==> config.mk <==
export PLATFORM = sky130hd
export DESIGN_NAME = relay_control_register_map
export DESIGN_NICKNAME = d
export VERILOG_FILES = /design/src/common/relay_map_pkg.sv /design/src/core/relay_control_register_map.sv
export SDC_FILE = /design/constraint.sdc
export NUM_CORES = 1
export LEC_CHECK = 0
export BUFFER_PORTS_ARGS = -buffer_cell sky130_fd_sc_hd__buf_2
export CELL_PAD_IN_SITES_DETAIL_PLACEMENT = 0
export CELL_PAD_IN_SITES_GLOBAL_PLACEMENT = 2
export CORE_UTILIZATION = 34
export DETAILED_ROUTE_END_ITERATION = 16
export GPL_TIMING_DRIVEN = 0
export PLACE_DENSITY = 0.95
export RECOVER_POWER = 50
export SYNTH_ARGS = -nofsm -noshare
export SYNTH_HDL_FRONTEND = slang
export SYNTH_SLANG_ARGS = --single-unit
==> constraint.sdc <==
create_clock -name clk_in -period 5.6 [get_ports clk_in]
set_input_delay 0.28 -clock clk_in [delete_from_list [all_inputs] [get_ports clk_in]]
set_output_delay 0.28 -clock clk_in [all_outputs]
set_load 0.03 [all_outputs]
==> src/common/relay_map_pkg.sv <==
// Constants, carrier types and state codes for the relay control register map
package relay_map_pkg;

  // Bus widths
  localparam int unsigned ADDR_W = 32;
  localparam int unsigned DATA_W = 16;

  // Card address layout: six module windows, 1 kB apart, relay area in lower half
  localparam logic [31:0] MODULE_SPAN = 32'h0000_0400;
  localparam int unsigned MODULE_COUNT = 6;
  localparam logic [31:0] CARD_SPAN = 32'h0000_1800;
  localparam logic [31:0] RELAY_AREA = 32'h0000_0200;
  localparam logic [2:0] MODULE_IMPLEMENTED = 3'h0;

  // Register offsets inside the relay area of module zero
  localparam logic [9:0] OFS_RELAY_LOW = 10'h000;
  localparam logic [9:0] OFS_RELAY_MID = 10'h002;
  localparam logic [9:0] OFS_RELAY_HIGH = 10'h004;
  localparam logic [9:0] OFS_OPTION_A = 10'h006;
  localparam logic [9:0] OFS_OPTION_B = 10'h008;

  // One-hot register select positions
  localparam int unsigned SEL_LOW = 0;
  localparam int unsigned SEL_MID = 1;
  localparam int unsigned SEL_HIGH = 2;
  localparam int unsigned SEL_OPT_A = 3;
  localparam int unsigned SEL_OPT_B = 4;
  localparam int unsigned SEL_W = 5;

  // Slot and relay geometry
  localparam int unsigned SLOT_COUNT = 6;
  localparam int unsigned RELAYS_PER_SLOT = 8;
  localparam int unsigned OPT_W = 4;
  localparam int unsigned RELAY_COUNT = 48;

  // Reset values
  localparam logic [7:0] SLOT_RELAY_RESET = 8'h00;
  localparam logic [15:0] RDATA_RESET = 16'h0000;
  localparam logic [15:0] US_LEFT_RESET = 16'h0000;
  localparam logic [5:0] PRESCALE_RESET = 6'h00;

  // Settle timing: one microsecond per delay count
  localparam int unsigned CLK_PERIOD_NS = 25;
  localparam int unsigned SETTLE_UNIT_NS = 1000;
  localparam int unsigned CYC_PER_US = (SETTLE_UNIT_NS + CLK_PERIOD_NS - 1) / CLK_PERIOD_NS;
  localparam logic [5:0] PRESCALE_LAST = 6'(CYC_PER_US - 1);

  // Host request and device answer
  typedef struct packed {
    logic wr;
    logic rd;
    logic [ADDR_W-1:0] addr;
    logic [DATA_W-1:0] wdata;
  } bus_req_t;

  typedef struct packed {
    logic ack;
    logic [DATA_W-1:0] rdata;
  } bus_rsp_t;

  // Settle timer states
  typedef enum logic [1:0] {
    BUSY_IDLE = 2'b01,
    BUSY_TIMING = 2'b10
  } busy_state_t;

endpackage

==> src/core/relay_control_register_map.sv <==
// Relay control register bank for module zero of a six-position switch card
// Functional notes
// - Six 1 kB module windows from the card base
// - Only lower 512 bytes decode relay registers
// - Only module zero has relay registers
// - Address is card base plus window plus offset
// - Bit one closes relay, zero opens it
// - Whole 16-bit word replaces sixteen relays at once
// - Offset zero: bit 0 first, bit 15 sixteenth
// - Offsets 2 and 4 hold relays 17-48
// - Option nibbles at offsets 6 and 8
// - Each slot owns eight consecutive relays
// - Option lines reported as sensed levels
// - Relay write starts busy, one microsecond per count
`timescale 1ns/10ps
`default_nettype none

module relay_control_register_map
  import relay_map_pkg::*;
(
  // Clock and reset
  input wire logic clk_in,
  input wire logic rst_b_in,
  // Host bus request and card base
  input wire bus_req_t bus_req_in,
  input wire logic [ADDR_W-1:0] card_base_in,
  // Settle delay count in microseconds
  input wire logic [DATA_W-1:0] settle_delay_in,
  // Option identification lines, four per slot
  input wire logic [SLOT_COUNT*OPT_W-1:0] option_code_in,
  // Host bus answer
  output bus_rsp_t bus_rsp_out,
  // Relay coil commands, bit 0 is the first relay
  output logic [RELAY_COUNT-1:0] relay_drive_out,
  // Settle busy indication
  output logic busy_out
);

  // Select decode shared by write and read paths
  function automatic logic [SEL_W-1:0] reg_sel(input logic [9:0] ofs);
    logic [SEL_W-1:0] s;
    s = '0;
    s[SEL_LOW] = (ofs[9:1] == OFS_RELAY_LOW[9:1]);
    s[SEL_MID] = (ofs[9:1] == OFS_RELAY_MID[9:1]);
    s[SEL_HIGH] = (ofs[9:1] == OFS_RELAY_HIGH[9:1]);
    s[SEL_OPT_A] = (ofs[9:1] == OFS_OPTION_A[9:1]);
    s[SEL_OPT_B] = (ofs[9:1] == OFS_OPTION_B[9:1]);
    return s;
  endfunction

  logic [ADDR_W-1:0] card_ofs;
  logic in_card;
  logic in_relay_half;
  logic [2:0] module_idx;
  logic area_hit;
  logic [SEL_W-1:0] sel;
  logic wr_en;
  logic rd_en;
  logic relay_wr;
  logic [7:0] slot_relay_r [SLOT_COUNT];
  logic [DATA_W-1:0] read_word;
  bus_rsp_t rsp_r;
  busy_state_t busy_state_r;
  busy_state_t busy_state_nxt;
  logic [15:0] us_left_r;
  logic [5:0] prescale_r;

  // Offset into the card, then window and half decode
  assign card_ofs = bus_req_in.addr - card_base_in;
  assign in_card = (card_ofs < CARD_SPAN);
  assign module_idx = card_ofs[12:10];
  assign in_relay_half = (card_ofs[9:0] < RELAY_AREA[9:0]);
  assign area_hit = in_card && in_relay_half;
  assign sel = (module_idx == MODULE_IMPLEMENTED) ? reg_sel(card_ofs[9:0]) : '0;
  assign wr_en = bus_req_in.wr && area_hit;
  assign rd_en = bus_req_in.rd && area_hit;
  assign relay_wr = wr_en && (sel[SEL_HIGH:SEL_LOW] != 3'h0);

  // Per-slot relay bytes; a bank write loads both of its slots together
  generate
    for (genvar s = 0; s < SLOT_COUNT; s++) begin : g_slot
      always_ff @(posedge clk_in or negedge rst_b_in) begin
        if (!rst_b_in) begin
          slot_relay_r[s] <= SLOT_RELAY_RESET;
        end else if (wr_en && sel[s/2]) begin
          slot_relay_r[s] <= bus_req_in.wdata[(s%2)*RELAYS_PER_SLOT +: RELAYS_PER_SLOT];
        end
      end
      assign relay_drive_out[s*RELAYS_PER_SLOT +: RELAYS_PER_SLOT] = slot_relay_r[s];
    end
  endgenerate

  // Read data mux: relay banks and sensed option levels
  always_comb begin
    read_word = RDATA_RESET;
    if (sel[SEL_LOW]) begin
      read_word = {slot_relay_r[1], slot_relay_r[0]};
    end
    if (sel[SEL_MID]) begin
      read_word = {slot_relay_r[3], slot_relay_r[2]};
    end
    if (sel[SEL_HIGH]) begin
      read_word = {slot_relay_r[5], slot_relay_r[4]};
    end
    if (sel[SEL_OPT_A]) begin
      read_word = option_code_in[4*OPT_W-1:0];
    end
    if (sel[SEL_OPT_B]) begin
      read_word = {8'h00, option_code_in[SLOT_COUNT*OPT_W-1:4*OPT_W]};
    end
  end

  // Answer register: ack one cycle after any access in a relay area
  always_ff @(posedge clk_in or negedge rst_b_in) begin
    if (!rst_b_in) begin
      rsp_r.ack <= 1'b0;
      rsp_r.rdata <= RDATA_RESET;
    end else begin
      rsp_r.ack <= wr_en || rd_en;
      rsp_r.rdata <= rd_en ? read_word : RDATA_RESET;
    end
  end
  assign bus_rsp_out = rsp_r;

  // Settle timer next state; a new relay write restarts the count
  always_comb begin
    busy_state_nxt = busy_state_r;
    unique case (busy_state_r)
      BUSY_IDLE: begin
        if (relay_wr && settle_delay_in != 16'h0000) begin
          busy_state_nxt = BUSY_TIMING;
        end
      end
      BUSY_TIMING: begin
        if (relay_wr) begin
          busy_state_nxt = (settle_delay_in != 16'h0000) ? BUSY_TIMING : BUSY_IDLE;
        end else if (prescale_r == PRESCALE_LAST && us_left_r == 16'h0001) begin
          busy_state_nxt = BUSY_IDLE;
        end
      end
      default: busy_state_nxt = BUSY_IDLE;
    endcase
  end

  // Settle timer state
  always_ff @(posedge clk_in or negedge rst_b_in) begin
    if (!rst_b_in) begin
      busy_state_r <= BUSY_IDLE;
    end else begin
      busy_state_r <= busy_state_nxt;
    end
  end

  // Microsecond prescaler and remaining count
  always_ff @(posedge clk_in or negedge rst_b_in) begin
    if (!rst_b_in) begin
      prescale_r <= PRESCALE_RESET;
      us_left_r <= US_LEFT_RESET;
    end else if (relay_wr) begin
      prescale_r <= PRESCALE_RESET;
      us_left_r <= settle_delay_in;
    end else if (busy_state_r == BUSY_TIMING) begin
      if (prescale_r == PRESCALE_LAST) begin
        prescale_r <= PRESCALE_RESET;
        us_left_r <= us_left_r - 16'h0001;
      end else begin
        prescale_r <= prescale_r + 6'h01;
      end
    end
  end
  assign busy_out = busy_state_r[1];

  // Checking helpers: busy length against the loaded count
  logic [21:0] busy_len_r;
  logic [21:0] busy_exp_r;
  always_ff @(posedge clk_in or negedge rst_b_in) begin
    if (!rst_b_in) begin
      busy_len_r <= 22'h000000;
      busy_exp_r <= 22'h000000;
    end else if (relay_wr) begin
      busy_len_r <= 22'h000000;
      busy_exp_r <= 22'(settle_delay_in * CYC_PER_US);
    end else if (busy_out) begin
      busy_len_r <= busy_len_r + 22'h000001;
    end
  end
endmodule // relay_control_register_map

`default_nettype wire

Yosys cells after proc, flatten, opt, wreduce, memory -nomap -nowiden:

Cells that the tools add are included.
Widths: inputs -> output; s select.

* $add $sub $neg: 3
* order comparisons: 2
* eq/ne operators: 10
* multiplexer cells: 18
* reduce and logical (&&, ||, !) cells: 18

Operator list (count)
* $mux 16: 9
* $lt 32x13->1 const B: 1
* $sub 32x32->32: 1
* $eq 9x2->1 const B: 2
* $mux 6: 3
* $eq 16x1->1 const B: 1
* $reduce_bool 16->1: 1
* $sub 16x1->16 const B: 1
* $lt 10x10->1 const B: 1
* $eq 9x1->1 const B: 1
* $eq 9x3->1 const B: 1
* $logic_and 1x1->1: 9
* $logic_not 9->1: 1
* $mux 2: 4
* $add 6x1->6 const B: 1
* $eq 6x6->1 const B: 1
* $mux 5: 1
* $pmux 2 s2: 1
* $reduce_and 2->1: 2
* $reduce_bool 2->1: 2
* $logic_not 3->1: 1
* $ne 3x3->1 const B: 1
* $reduce_bool 3->1: 1
* $eq 2x1->1 const B: 1
* other kinds (3): 3

* register bits after elaboration: 89
* input port bits: 124

Depth between registers and ports, before layout:

Gate-level depths: netlist of the first run.

* depth in word-level cells: 9
* depth in mapped cells: 15
* depth with buffers taken out: 12

Least setup slack after synthesis of the first run:

OpenSTA, ideal clock, no wires.

* path type: input to register
* from: input port bus_req_in[16] (netlist name)
* to: register slot_relay_r, in the netlist relay_drive_out[0]
* data arrival time: 3751 ps
* required time: 5475 ps
* path slack: 1724 ps
* cell stages on the path: 14
* path buffers: 2
* cells stage by stage: nand2b_1 -> fa_1 -> a21o_1 -> a221oi_2 -> or4b_4 -> a41oi_1 -> a2111oi_0 -> o2111ai_1 -> a2111oi_4 -> and3_4 -> and4_1 -> buf_6 -> buf_12 -> mux2_4

* cells in the longest elaborated chain, start to end: 5
* elaborated cells between the ends (all ways): 9
* those cells by class: add/sub (1); order compare (2); mux (1); reduce/logical (5)

RTL lines
* from (decl): RTL line relay_control_register_map.sv:25 `input wire bus_req_t bus_req_in,`
* $sub 32x32->32 *: RTL line relay_control_register_map.sv:69 `assign card_ofs = bus_req_in.addr - card_base_in;`
* $lt 32x13->1 / $lt 10x10->1 (equally long branches): RTL line relay_control_register_map.sv:70, relay_control_register_map.sv:72
* $logic_and 1x1->1: RTL line relay_control_register_map.sv:73 `assign area_hit = in_card && in_relay_half;`
* $logic_and 1x1->1: RTL line relay_control_register_map.sv:75 `assign wr_en = bus_req_in.wr && area_hit;`
* $logic_and 1x1->1 *: RTL line relay_control_register_map.sv:85 `end else if (wr_en && sel[s/2]) begin`
* to (signal, indexed assignment): RTL line relay_control_register_map.sv:86 `slot_relay_r[s] <= bus_req_in.wdata[(s%2)*RELAYS_PER_SLOT +: RELAYS_PER_SLOT];`
* to (decl): RTL line relay_control_register_map.sv:60 `logic [7:0] slot_relay_r [SLOT_COUNT];`

Every way passes the cells marked *; elsewhere a longest branch is shown, timed or not.
A chain may end at the register's enable or synchronous reset.

Final worst setup path of the first run:

Ends and elaborated chain as after synthesis.

==> results.yml, run 1 <==
outcome:
  outcome: "complete, but fails checks"
  violations: "max-capacitance violations, max-slew violations"
logic_synthesis:
  ys_warn_count: 0
  synth_area_mm2: 0.00672
  syn_nets: 874
  avgSynthCellArea_um2: 9.42
  ys.flop_type: "dfrtp_1"
  ys_ff_latch: 89
  netlist_instances: 714
  synth_seq_area_share: 0.331
  synth_cell_type_count: 81
  synth_edf_count: 0
  postSynth.asyncResetShare: 1.00
setup_path:
  r2r_end: "us_left_r[11]$_DFFE_PN0P_"
  r2r-start: "prescale_r[0]$_DFFE_PN0P_"
  critPathCaptureType: "flop"
  critPathLaunch: "bus_req_in[16]"
  start_kind: "input port"
  critPathKind: "input port to flop"
  worstRegToRegCells: 10
  rrSetupSlack_ps: 2370
  cp.required_ps: 5830
  arrival_ps: 4600
  cp-endpoint: "relay_drive_out[0]$_DFFE_PN0P_"
  crit_fanout: 10
floorplanning:
  dieWidth_um: 143
  die-area_mm2: 0.0203
  die_h_um: 143
  core-area_mm2: 0.0194
  ios: 190
  start_util: 0.347
  rows: 51
timing:
  setup_tns_ps: 0
  slew-limit-headroom: -0.247
  setup_viol_count_final: 0
  max_freq_mhz: 229
  rsz0062_at_grt: "false"
  worst_slew_pin_slew_ps: 1870
  clock_skew_ps: 6.20
  fin_crit_sh: 0.780
  final_max_slew_viol_count: 32
  period_minus_slack_ps: 4370
  hold_viol_final: 0
run:
  maxCapViolCount: 1
drt:
  routed_wl_um: 18800
  via_per_inst: 5.12
  drtAntennaViolNets: 0
  wl_per_cell_um: 15.8
  route.vias.total: 6084
  drc: 0
  firstDrtPassIters: 5
  drtIter0Drc: 318
final_layout:
  finalNetCount: 1076
  final_cell_count_no_fill: 1188
  area_growth_pct: 23.3
  drive_gt1_frac: 0.304
global_routing:
  grt_first_pass_wirelength_um: 29900
  gr-usage-met3: 0.0272
  grt-busiest-layer: "met2"
  grt_overflow: 0
  track_usage: 0.186
  grt_antenna_before_repair: 2
  use_met1: 0.234
  grt_pass1_vias: 5856
  grt_max_degree: 59
  grt.met2_usage: 0.325
clock_network:
  cts-root-buf: "clkbuf_16"
  clk_pin_slew_ps: 70
  cts_tree: "yes"
  htreeDepth: 3
  cts_setup_buffers: 0
  clk_latency_ps: 350
  cts_buffer_depth: 2
  cts_buffers: 9
  cts_resized: 0
  cts.sinks: 89
  holdBufCountCts: 1
power_and_ir_drop:
  ir_drop_uv: 131
  p_leak_nw: 4.02
  powerDensity_mw_per_mm2: 199
placement:
  io_buffers: 189
  dp_cells: 1169
  dp_hpwl_um: 14800
  place_congestion: 0.818
worst_hold_path:
  hp-class: "input port to flop"
## cell usage in the layout (no fill, tap or decap), types with 4 or more instances in the layout
cell | synthesis | routed
xnor2_1 | 19 | 19
ha_1 | 35 | 35
nand3b_1 | 4 | 4
clkbuf_16 | 0 | 9
a222oi_1 | 5 | 5
buf_2 | 6 | 161
mux2_2 | 45 | 45
a211oi_1 | 6 | 6
o31ai_1 | 9 | 9
nand4_1 | 11 | 11
dfrtp_1 | 88 | 88
a21boi_0 | 5 | 5
o211ai_1 | 7 | 7
xor2_1 | 16 | 16
o21ai_0 | 26 | 26
clkbuf_1 | 18 | 52
o21a_1 | 6 | 6
nor3_1 | 16 | 16
buf_6 | 4 | 4
a21o_1 | 15 | 15
a21oi_1 | 39 | 39
nand3_1 | 15 | 15
nor2b_1 | 9 | 9
nand2b_1 | 5 | 5
a31oi_1 | 4 | 4
nor4_1 | 13 | 13
mux4_2 | 8 | 8
nand2_1 | 96 | 96
and4_1 | 5 | 5
mux2_4 | 20 | 20
inv_1 | 46 | 46
nor2_1 | 37 | 37
## where the power goes
part	leakage, nW	switching, mW	total [mW]	internal [mW]
clock	0.136	0.268	0.586	0.318
combinational	2.68	0.251	0.418	0.167
sequential	1.21	0.0000000319	0.643	0.643
## kinds of logic (layout without fill, tap and decap cells)
| group | count (synthesis) | after routing | share of synthesized area |
|---|---|---|---|
| simple gates | 238 | 238 | 0.178 |
| xor+xnor | 35 | 35 | 0.0456 |
| other cells | 0 | 2 | 0 |
| compound gates | 161 | 161 | 0.170 |
| flops | 89 | 89 | 0.331 |
| buf+inv | 79 | 286 | 0.0553 |
| fa+ha+maj | 36 | 36 | 0.0681 |
| mux | 76 | 76 | 0.151 |
## routing by layer
metal  vias to the layer above  share of wire
li1                       3015              -
met1                      2890           0.45
met2                       161           0.48
met3                        18          0.047
met4                         0          0.023
met5                         -              0
## stage by stage
stage / instance area [um^2] / power (mW) / setup WS, ps / utilization / hold slack (ps)
floorplan: 6720 / 0.930 / 1720 / - / -15.6
global placement: 8000 / 1.07 / 877 / 0.412 / 504
detailed placement: 8030 / 1.07 / 900 / 0.414 / 261
CTS: 8330 / 1.67 / 1240 / 0.429 / 160
global route: 8290 / 1.73 / 1030 / 0.427 / 183
finish: 8290 / 1.65 / 1230 / 0.427 / 170
## worst min path at each step
stage / start / slack [ps] / endpoint / cells after the start
5_1_grt: settle_delay_in[15] / 180 / us_left_r[15]$_DFFE_PN0P_ / 2
2_1_floorplan: rst_b_in / -20 / bus_rsp_out[0]$_DFF_PN0_ / 0
6_report: bus_req_in[48] / 170 / bus_rsp_out[16]$_DFF_PN0_ / 2
3_3_place_gp: relay_drive_out[46]$_DFFE_PN0P_ / 500 / relay_drive_out[46]$_DFFE_PN0P_ / 1
3_5_place_dp: rst_b_in / 260 / us_left_r[12]$_DFFE_PN0P_ / 1
4_1_cts: bus_req_in[48] / 160 / bus_rsp_out[16]$_DFF_PN0_ / 2
## synthesized netlist by cell type (11+ instances only)
master	n	area, um^2
nand4_1	11	68.8
o21ai_0	26	130
xor2_1	16	140
xnor2_1	19	166
dfrtp_1	88	2200
nor4_1	13	81.3
a21oi_1	39	195
a21o_1	15	113
nand2_1	96	360
clkbuf_1	18	67.6
ha_1	35	438
nand3_1	15	75.1
inv_1	46	173
mux2_4	20	300
nor2_1	37	139
nor3_1	16	80.1
mux2_2	45	507
## critical path, cell delays in order
cell and delay, ps:
buf_2 90, nand2b_1 210, fa_1 460, a21o_1 230, a221oi_2 450, or4b_4 260
a41oi_1 140, a2111oi_0 530, o2111ai_1 300, a2111oi_4 500, and3_4 290, and4_1 210
buf_6 150, buf_12 160, mux2_4 310
## final cells by class
| cell class | instances | area, um^2 |
|---|---|---|
| inverters | 46 | 173 |
| fillers | 2041 | 11100 |
| well taps | 265 | 332 |
| clock inverters | 6 | 50.0 |
| multi-input cells | 546 | 4120 |
| plain buffers | 33 | 199 |
| flip-flops and latches | 89 | 2230 |
| clock buffers | 10 | 239 |
| diodes | 2 | 5.00 |
| repair buffers | 191 | 941 |
## sequential cells by signal (all words and copies together), names as in the netlist
signal,flops
relay_drive_out,48
prescale_r,6
bus_rsp_out,17
busy_state_r,2
us_left_r,16
Note: power is estimated with default switching activity, not from simulation.
==> run 2: changes to the inputs <==
- CORE_UTILIZATION: 34 -> 29
- PLACE_DENSITY: 0.95 -> 0.87
- clock period: 5.6 -> 4 ns (I/O delays scaled with it)
==> run 2 against run 1 <==
Compared with the run above: worst hold slack lost 84 ps; die area grew 17%; sequential cell count is the same; clock skew grew 1.8 ps; sequential power grew 40%; the run still ends with max-capacitance violations, max-slew violations left.
==> results.yml, run 2 (synthesis gave the netlist of run 1 again) <==
outcome:
  outcome: "complete, but fails checks"
  violations: "max-capacitance violations, max-slew violations"
clock_network:
  cts_tree: "yes"
  clk_latency_ps: 350
  cts.sinks: 89
  htreeDepth: 3
  cts_buffer_depth: 2
  cts-root-buf: "clkbuf_16"
  cts_buffers: 9
  clk_pin_slew_ps: 70
timing:
  clock_skew_ps: 8.04
  final_max_slew_viol_count: 71
  setup_tns_ps: 0
  period_minus_slack_ps: 3750
  max_freq_mhz: 267
  hold_slack_ps: 86.3
  fin_ws_ps: 250
  worst_slew_pin_slew_ps: 1750
  slew-limit-headroom: -0.165
  fin_crit_sh: 0.937
  hold_viol_final: 0
  setup_viol_count_final: 0
  rsz0062_at_grt: "false"
setup_path:
  slowest_stage: "or3_1"
  critPathCaptureType: "flop"
  slowest_delay_ps: 420
  critPathKind: "input port to flop"
  crit_fanout: 10
  path_cells: "buf_2 > inv_1 > ha_1 > clkbuf_1 > nand4_1 > or3_1 > nand3_1 > o221ai_1 > a2111oi_2 > o2111ai_2 > a2111oi_4 > and3_4 > and4_1 > buf_6 > buf_12 > mux2_4"
  cp.required_ps: 4230
  arrival_ps: 3980
  start_kind: "input port"
floorplanning:
  core-area_mm2: 0.0227
  die-area_mm2: 0.0238
  start_util: 0.296
  dieWidth_um: 154
  die_h_um: 154
  ios: 190
  rows: 55
power_and_ir_drop:
  p_leak_nw: 4.05
  ir_drop_uv: 176
  powerDensity_mw_per_mm2: 281
  power.total_mw: 2.35
final_layout:
  finalNetCount: 1078
  final_common_cell: "buf_2"
  drive_gt1_frac: 0.319
  num-fill-cells: 2393
  final_cell_count_no_fill: 1208
  fin_util: 0.369
  area_growth_pct: 24.8
  diodes: 0
  final_cell_mix: "162 x buf_2, 96 x nand2_1, 88 x dfrtp_1"
  design_area_mm2: 0.00839
  largest_register_ff_count: 48
global_routing:
  grt_max_degree: 71
  track_usage: 0.164
  grt_pass1_vias: 6160
  grt_antenna_before_repair: 0
  grt_first_pass_wirelength_um: 31300
  grt_overflow: 0
placement:
  preCtsSetupSlack_ps: -718
  dp_cells: 1189
  io_buffers: 189
  dpl_cell_area_mm2: 0.00806
  place_congestion: 0.820
  dp_hpwl_um: 15300
drt:
  drtIter0Drc: 305
  routed_wl_um: 19400
  firstDrtPassIters: 5
  wl_per_cell_um: 16.0
  via_per_inst: 5.03
  route.vias.total: 6077
  drc: 0
  drtAntennaViolNets: 0
run:
  maxCapViolCount: 1
worst_hold_path:
  hp-class: "input port to flop"
[run 2: cell types whose count changed in the layout (fill, tap and decap cells not counted), moves of 2 or more]
cell      delta
clkinv_4     -2
clkbuf_1     -3
buf_4        +3
nor4_4       +2
inv_8        +2
a21oi_1      -2
clkbuf_2     +2
diode_2      -2
a21oi_2      +2
[run 2: what timing repair did]
action                     4_1_cts  5_1_grt
pin swaps                        2        4
hold buffers                     1        0
hold endpoints to repair        19        0
buffers inserted                 1        2
resized for setup                4       11
setup endpoints to repair       80       65
[run 2: worst max-delay path, delay by kind of cell]
kind                       cells  cell delay (ps)
AOI/OAI and AO/OA              4             1200
buffers and inverters          5              740
adders and majority gates      1              250
and+or+nand+nor                5             1260
muxes                          1              310
[run 2: cell type report]
| class | count | area (um^2) | area share |
|---|---|---|---|
| Clock inverter | 7 | 71.3 | 0.00850 |
| Tap cell | 285 | 357 | 0.0425 |
| Buffer | 32 | 196 | 0.0234 |
| Clock buffer | 9 | 225 | 0.0268 |
| Sequential cell | 89 | 2230 | 0.266 |
| Inverter | 46 | 173 | 0.0206 |
| Timing Repair Buffer | 194 | 942 | 0.112 |
| Multi-Input combinational cell | 546 | 4200 | 0.500 |
[run 2: metal layers]
metal  part of all wire  track usage  vias to the layer above
li1                   -            -                     3019
met1               0.47        0.213                     2857
met2               0.47        0.279                      176
met3              0.042       0.0233                       25
met4              0.022       0.0552                        0
met5                  0            0                        -
[run 2: where the power goes]
group	switching [mW]	internal, mW	total (mW)
registers	0.0000000483	0.899	0.899
clock network	0.405	0.440	0.845
logic	0.368	0.241	0.609
total	0.773	1.58	2.35
[run 2: path summary, 6_finish.rpt]
| kind | to | depth (start not counted) | slack (ps) | from |
|---|---|---|---|---|
| setup / recovery | relay_drive_out[20]$_DFFE_PN0P_ | 16 | 250 | card_base_in[25] |
| hold / removal | bus_rsp_out[16]$_DFF_PN0_ | 2 | 90 | bus_req_in[48] |
| setup reg to reg | us_left_r[11]$_DFFE_PN0P_ | 10 | 770 | prescale_r[0]$_DFFE_PN0P_ |
| hold reg to reg | busy_state_r[0]$_DFFE_PN1P_ | 2 | 520 | busy_state_r[0]$_DFFE_PN1P_ |
| max in group asynchronous | relay_drive_out[1]$_DFFE_PN0P_ | 3 | 1100 | rst_b_in |
| min in group asynchronous | prescale_r[1]$_DFFE_PN0P_ | 2 | 610 | rst_b_in |
==> run 3: changes to the inputs <==
- GPL_TIMING_DRIVEN: 0 -> unset
==> run 3 against run 2 <==
Compared with the run above: the run still ends with max-capacitance violations, max-slew violations left; worst setup slack improved by 100 ps; sequential cell count did not move; via count rose by 1.7%; non-clock buffer count rose by 19; first-iteration DRC count fell by 8.2%; clock skew rose by 1.5 ps; wire length rose by 1.5%; cell count rose by 1.6%; utilization rose by 0.43 points; clock power fell by 4.7%; sequential share of layout area fell by 0.31 points; critical endpoint is now relay_drive_out[13]$_DFFE_PN0P_; largest cell class unchanged.
==> results.yml, run 3 (synthesis gave the netlist of run 1 again) <==
drt:
  routed_wl_um: 19700
  firstDrtPassIters: 5
  wl_met3_um: 989
  drtIter0Drc: 280
  wl_per_cell_um: 16.0
  wl_met1_um: 9040
  met2_length_um: 9310
  drtAntennaViolNets: 0
  via_per_inst: 5.04
  route.vias.total: 6181
  topRoutingLayerUsed: "met4"
  drc: 0
floorplanning:
  dieWidth_um: 154
  die_h_um: 154
  die-area_mm2: 0.0238
  start_util: 0.296
  ios: 190
  core-area_mm2: 0.0227
  rows: 55
final_layout:
  final_cell_mix: "124 x buf_2, 96 x nand2_1, 88 x dfrtp_1"
  largest_register_ff_count: 48
  finalNetCount: 1097
  seqCellArea_mm2: 0.00223
  multi_input_area_mm2: 0.00414
  drive_gt1_frac: 0.309
  num-fill-cells: 2375
  diodes: 0
  final_common_cell: "buf_2"
  area_growth_pct: 26.2
timing:
  fin_crit_sh: 0.911
  final_max_slew_viol_count: 64
  worst_slew_pin_slew_ps: 1590
  hold_slack_ps: 97.6
  hold_viol_final: 0
  setup_tns_ps: 0
  setup_viol_count_final: 0
  max_freq_mhz: 274
  clock_skew_ps: 9.54
  period_minus_slack_ps: 3640
  slew-limit-headroom: -0.0611
  rsz0062_at_grt: "false"
run:
  maxCapViolCount: 1
clock_network:
  htreeDepth: 3
  cts-root-buf: "clkbuf_16"
  clk_latency_ps: 340
  cts.sinks: 89
  cts_buffers: 9
  cts_buffer_depth: 2
  cts_tree: "yes"
  cts_setup_buffers: 0
  clk_pin_slew_ps: 70
placement:
  dp_hpwl_um: 15800
  io_buffers: 189
  place_congestion: 0.869
global_routing:
  grt_antenna_before_repair: 1
  grt_max_degree: 64
  track_usage: 0.168
  grt_pass1_vias: 6183
  grt_overflow: 0
  grt_first_pass_wirelength_um: 31900
setup_path:
  crit_fanout: 10
  arrival_ps: 3870
  critPathCaptureType: "flop"
  cp.required_ps: 4220
  critPathKind: "input port to flop"
  start_kind: "input port"
power_and_ir_drop:
  ir_drop_uv: 183
  p_leak_nw: 4.05
  powerDensity_mw_per_mm2: 276
worst_hold_path:
  hp-class: "input port to flop"
outcome:
  outcome: "complete, but fails checks"
  violations: "max-capacitance violations, max-slew violations"
-- run 3: cell types whose count changed in the layout (fill, tap and decap cells not counted), sizes merged --
| cell | before | now |
|---|---|---|
| clkbuf | 61 | 75 |
| inv | 50 | 49 |
| buf | 173 | 179 |
-- run 3: final timing paths --
| path | start | endpoint | slack (ps) | cells after the start |
|---|---|---|---|---|
| worst max-delay path | bus_req_in[16] | relay_drive_out[13]$_DFFE_PN0P_ | 360 | 14 |
| worst min-delay path | bus_req_in[48] | bus_rsp_out[16]$_DFF_PN0_ | 100 | 2 |
| worst max register to register | prescale_r[0]$_DFFE_PN0P_ | us_left_r[11]$_DFFE_PN0P_ | 1210 | 11 |
| worst min register to register | busy_state_r[0]$_DFFE_PN1P_ | busy_state_r[0]$_DFFE_PN1P_ | 520 | 2 |
| max in group asynchronous | rst_b_in | relay_drive_out[27]$_DFFE_PN0P_ | 2060 | 3 |
| min in group asynchronous | rst_b_in | us_left_r[13]$_DFFE_PN0P_ | 810 | 2 |
-- run 3: layer usage --
layer / track usage / up-vias
met4: 0.0438 / 0
met3: 0.0266 / 22
met1: 0.216 / 2921
met2: 0.291 / 186
li1: - / 3052
met5: 0 / -
-- run 3: area by class of cell --
| class | count | area share |
|---|---|---|
| tap | 285 | 0.0420 |
| multi-input combinational | 546 | 0.488 |
| sequential | 89 | 0.263 |
| inverter | 46 | 0.0203 |
| clock buffer | 10 | 0.0270 |
| clock inverter | 6 | 0.00575 |
| timing repair buffer | 245 | 0.155 |
-- run 3: repair_timing --
item,in CTS,in global routing
hold buffers,1,0
resized for setup,0,2
hold endpoints to repair,23,0
setup endpoints to repair,0,39
-- run 3: critical path, cell delays in order --
cell and delay, ps:
buf_2 90, nand2b_1 210, fa_1 410, a21o_1 210, a221oi_2 310, o31a_2 190
o211ai_1 110, a2111oi_2 410, o2111ai_1 240, a2111oi_4 420, and3_4 270, and4_1 210
buf_4 250, mux2_4 320
-- run 3: where the power goes --
| group | switching, mW | total [mW] | internal, mW | leakage [nW] |
|---|---|---|---|---|
| logic | 0.361 | 0.640 | 0.279 | 2.71 |
| clock network | 0.375 | 0.805 | 0.429 | 0.131 |
| registers | 0.0000000528 | 0.900 | 0.900 | 1.21 |
| total | 0.736 | 2.34 | 1.61 | 4.05 |
-- run 3: per-stage QoR --
| stage | setup WS [ps] | instances | util | total power [mW] | area (um^2) |
|---|---|---|---|---|---|
| 4_1_cts | 173 | 1227 | 0.377 | 2.38 | 8560 |
| 3_3_place_gp | -35.6 | 1210 | 0.364 | 1.56 | 8280 |
| 6_report | 355 | 1227 | 0.374 | 2.34 | 8490 |
| 2_1_floorplan | 204 | 714 | - | 1.30 | 6720 |
| 3_5_place_dp | -181 | 1210 | 0.364 | 1.56 | 8280 |
| 5_1_grt | 64.0 | 1227 | 0.374 | 2.48 | 8490 |
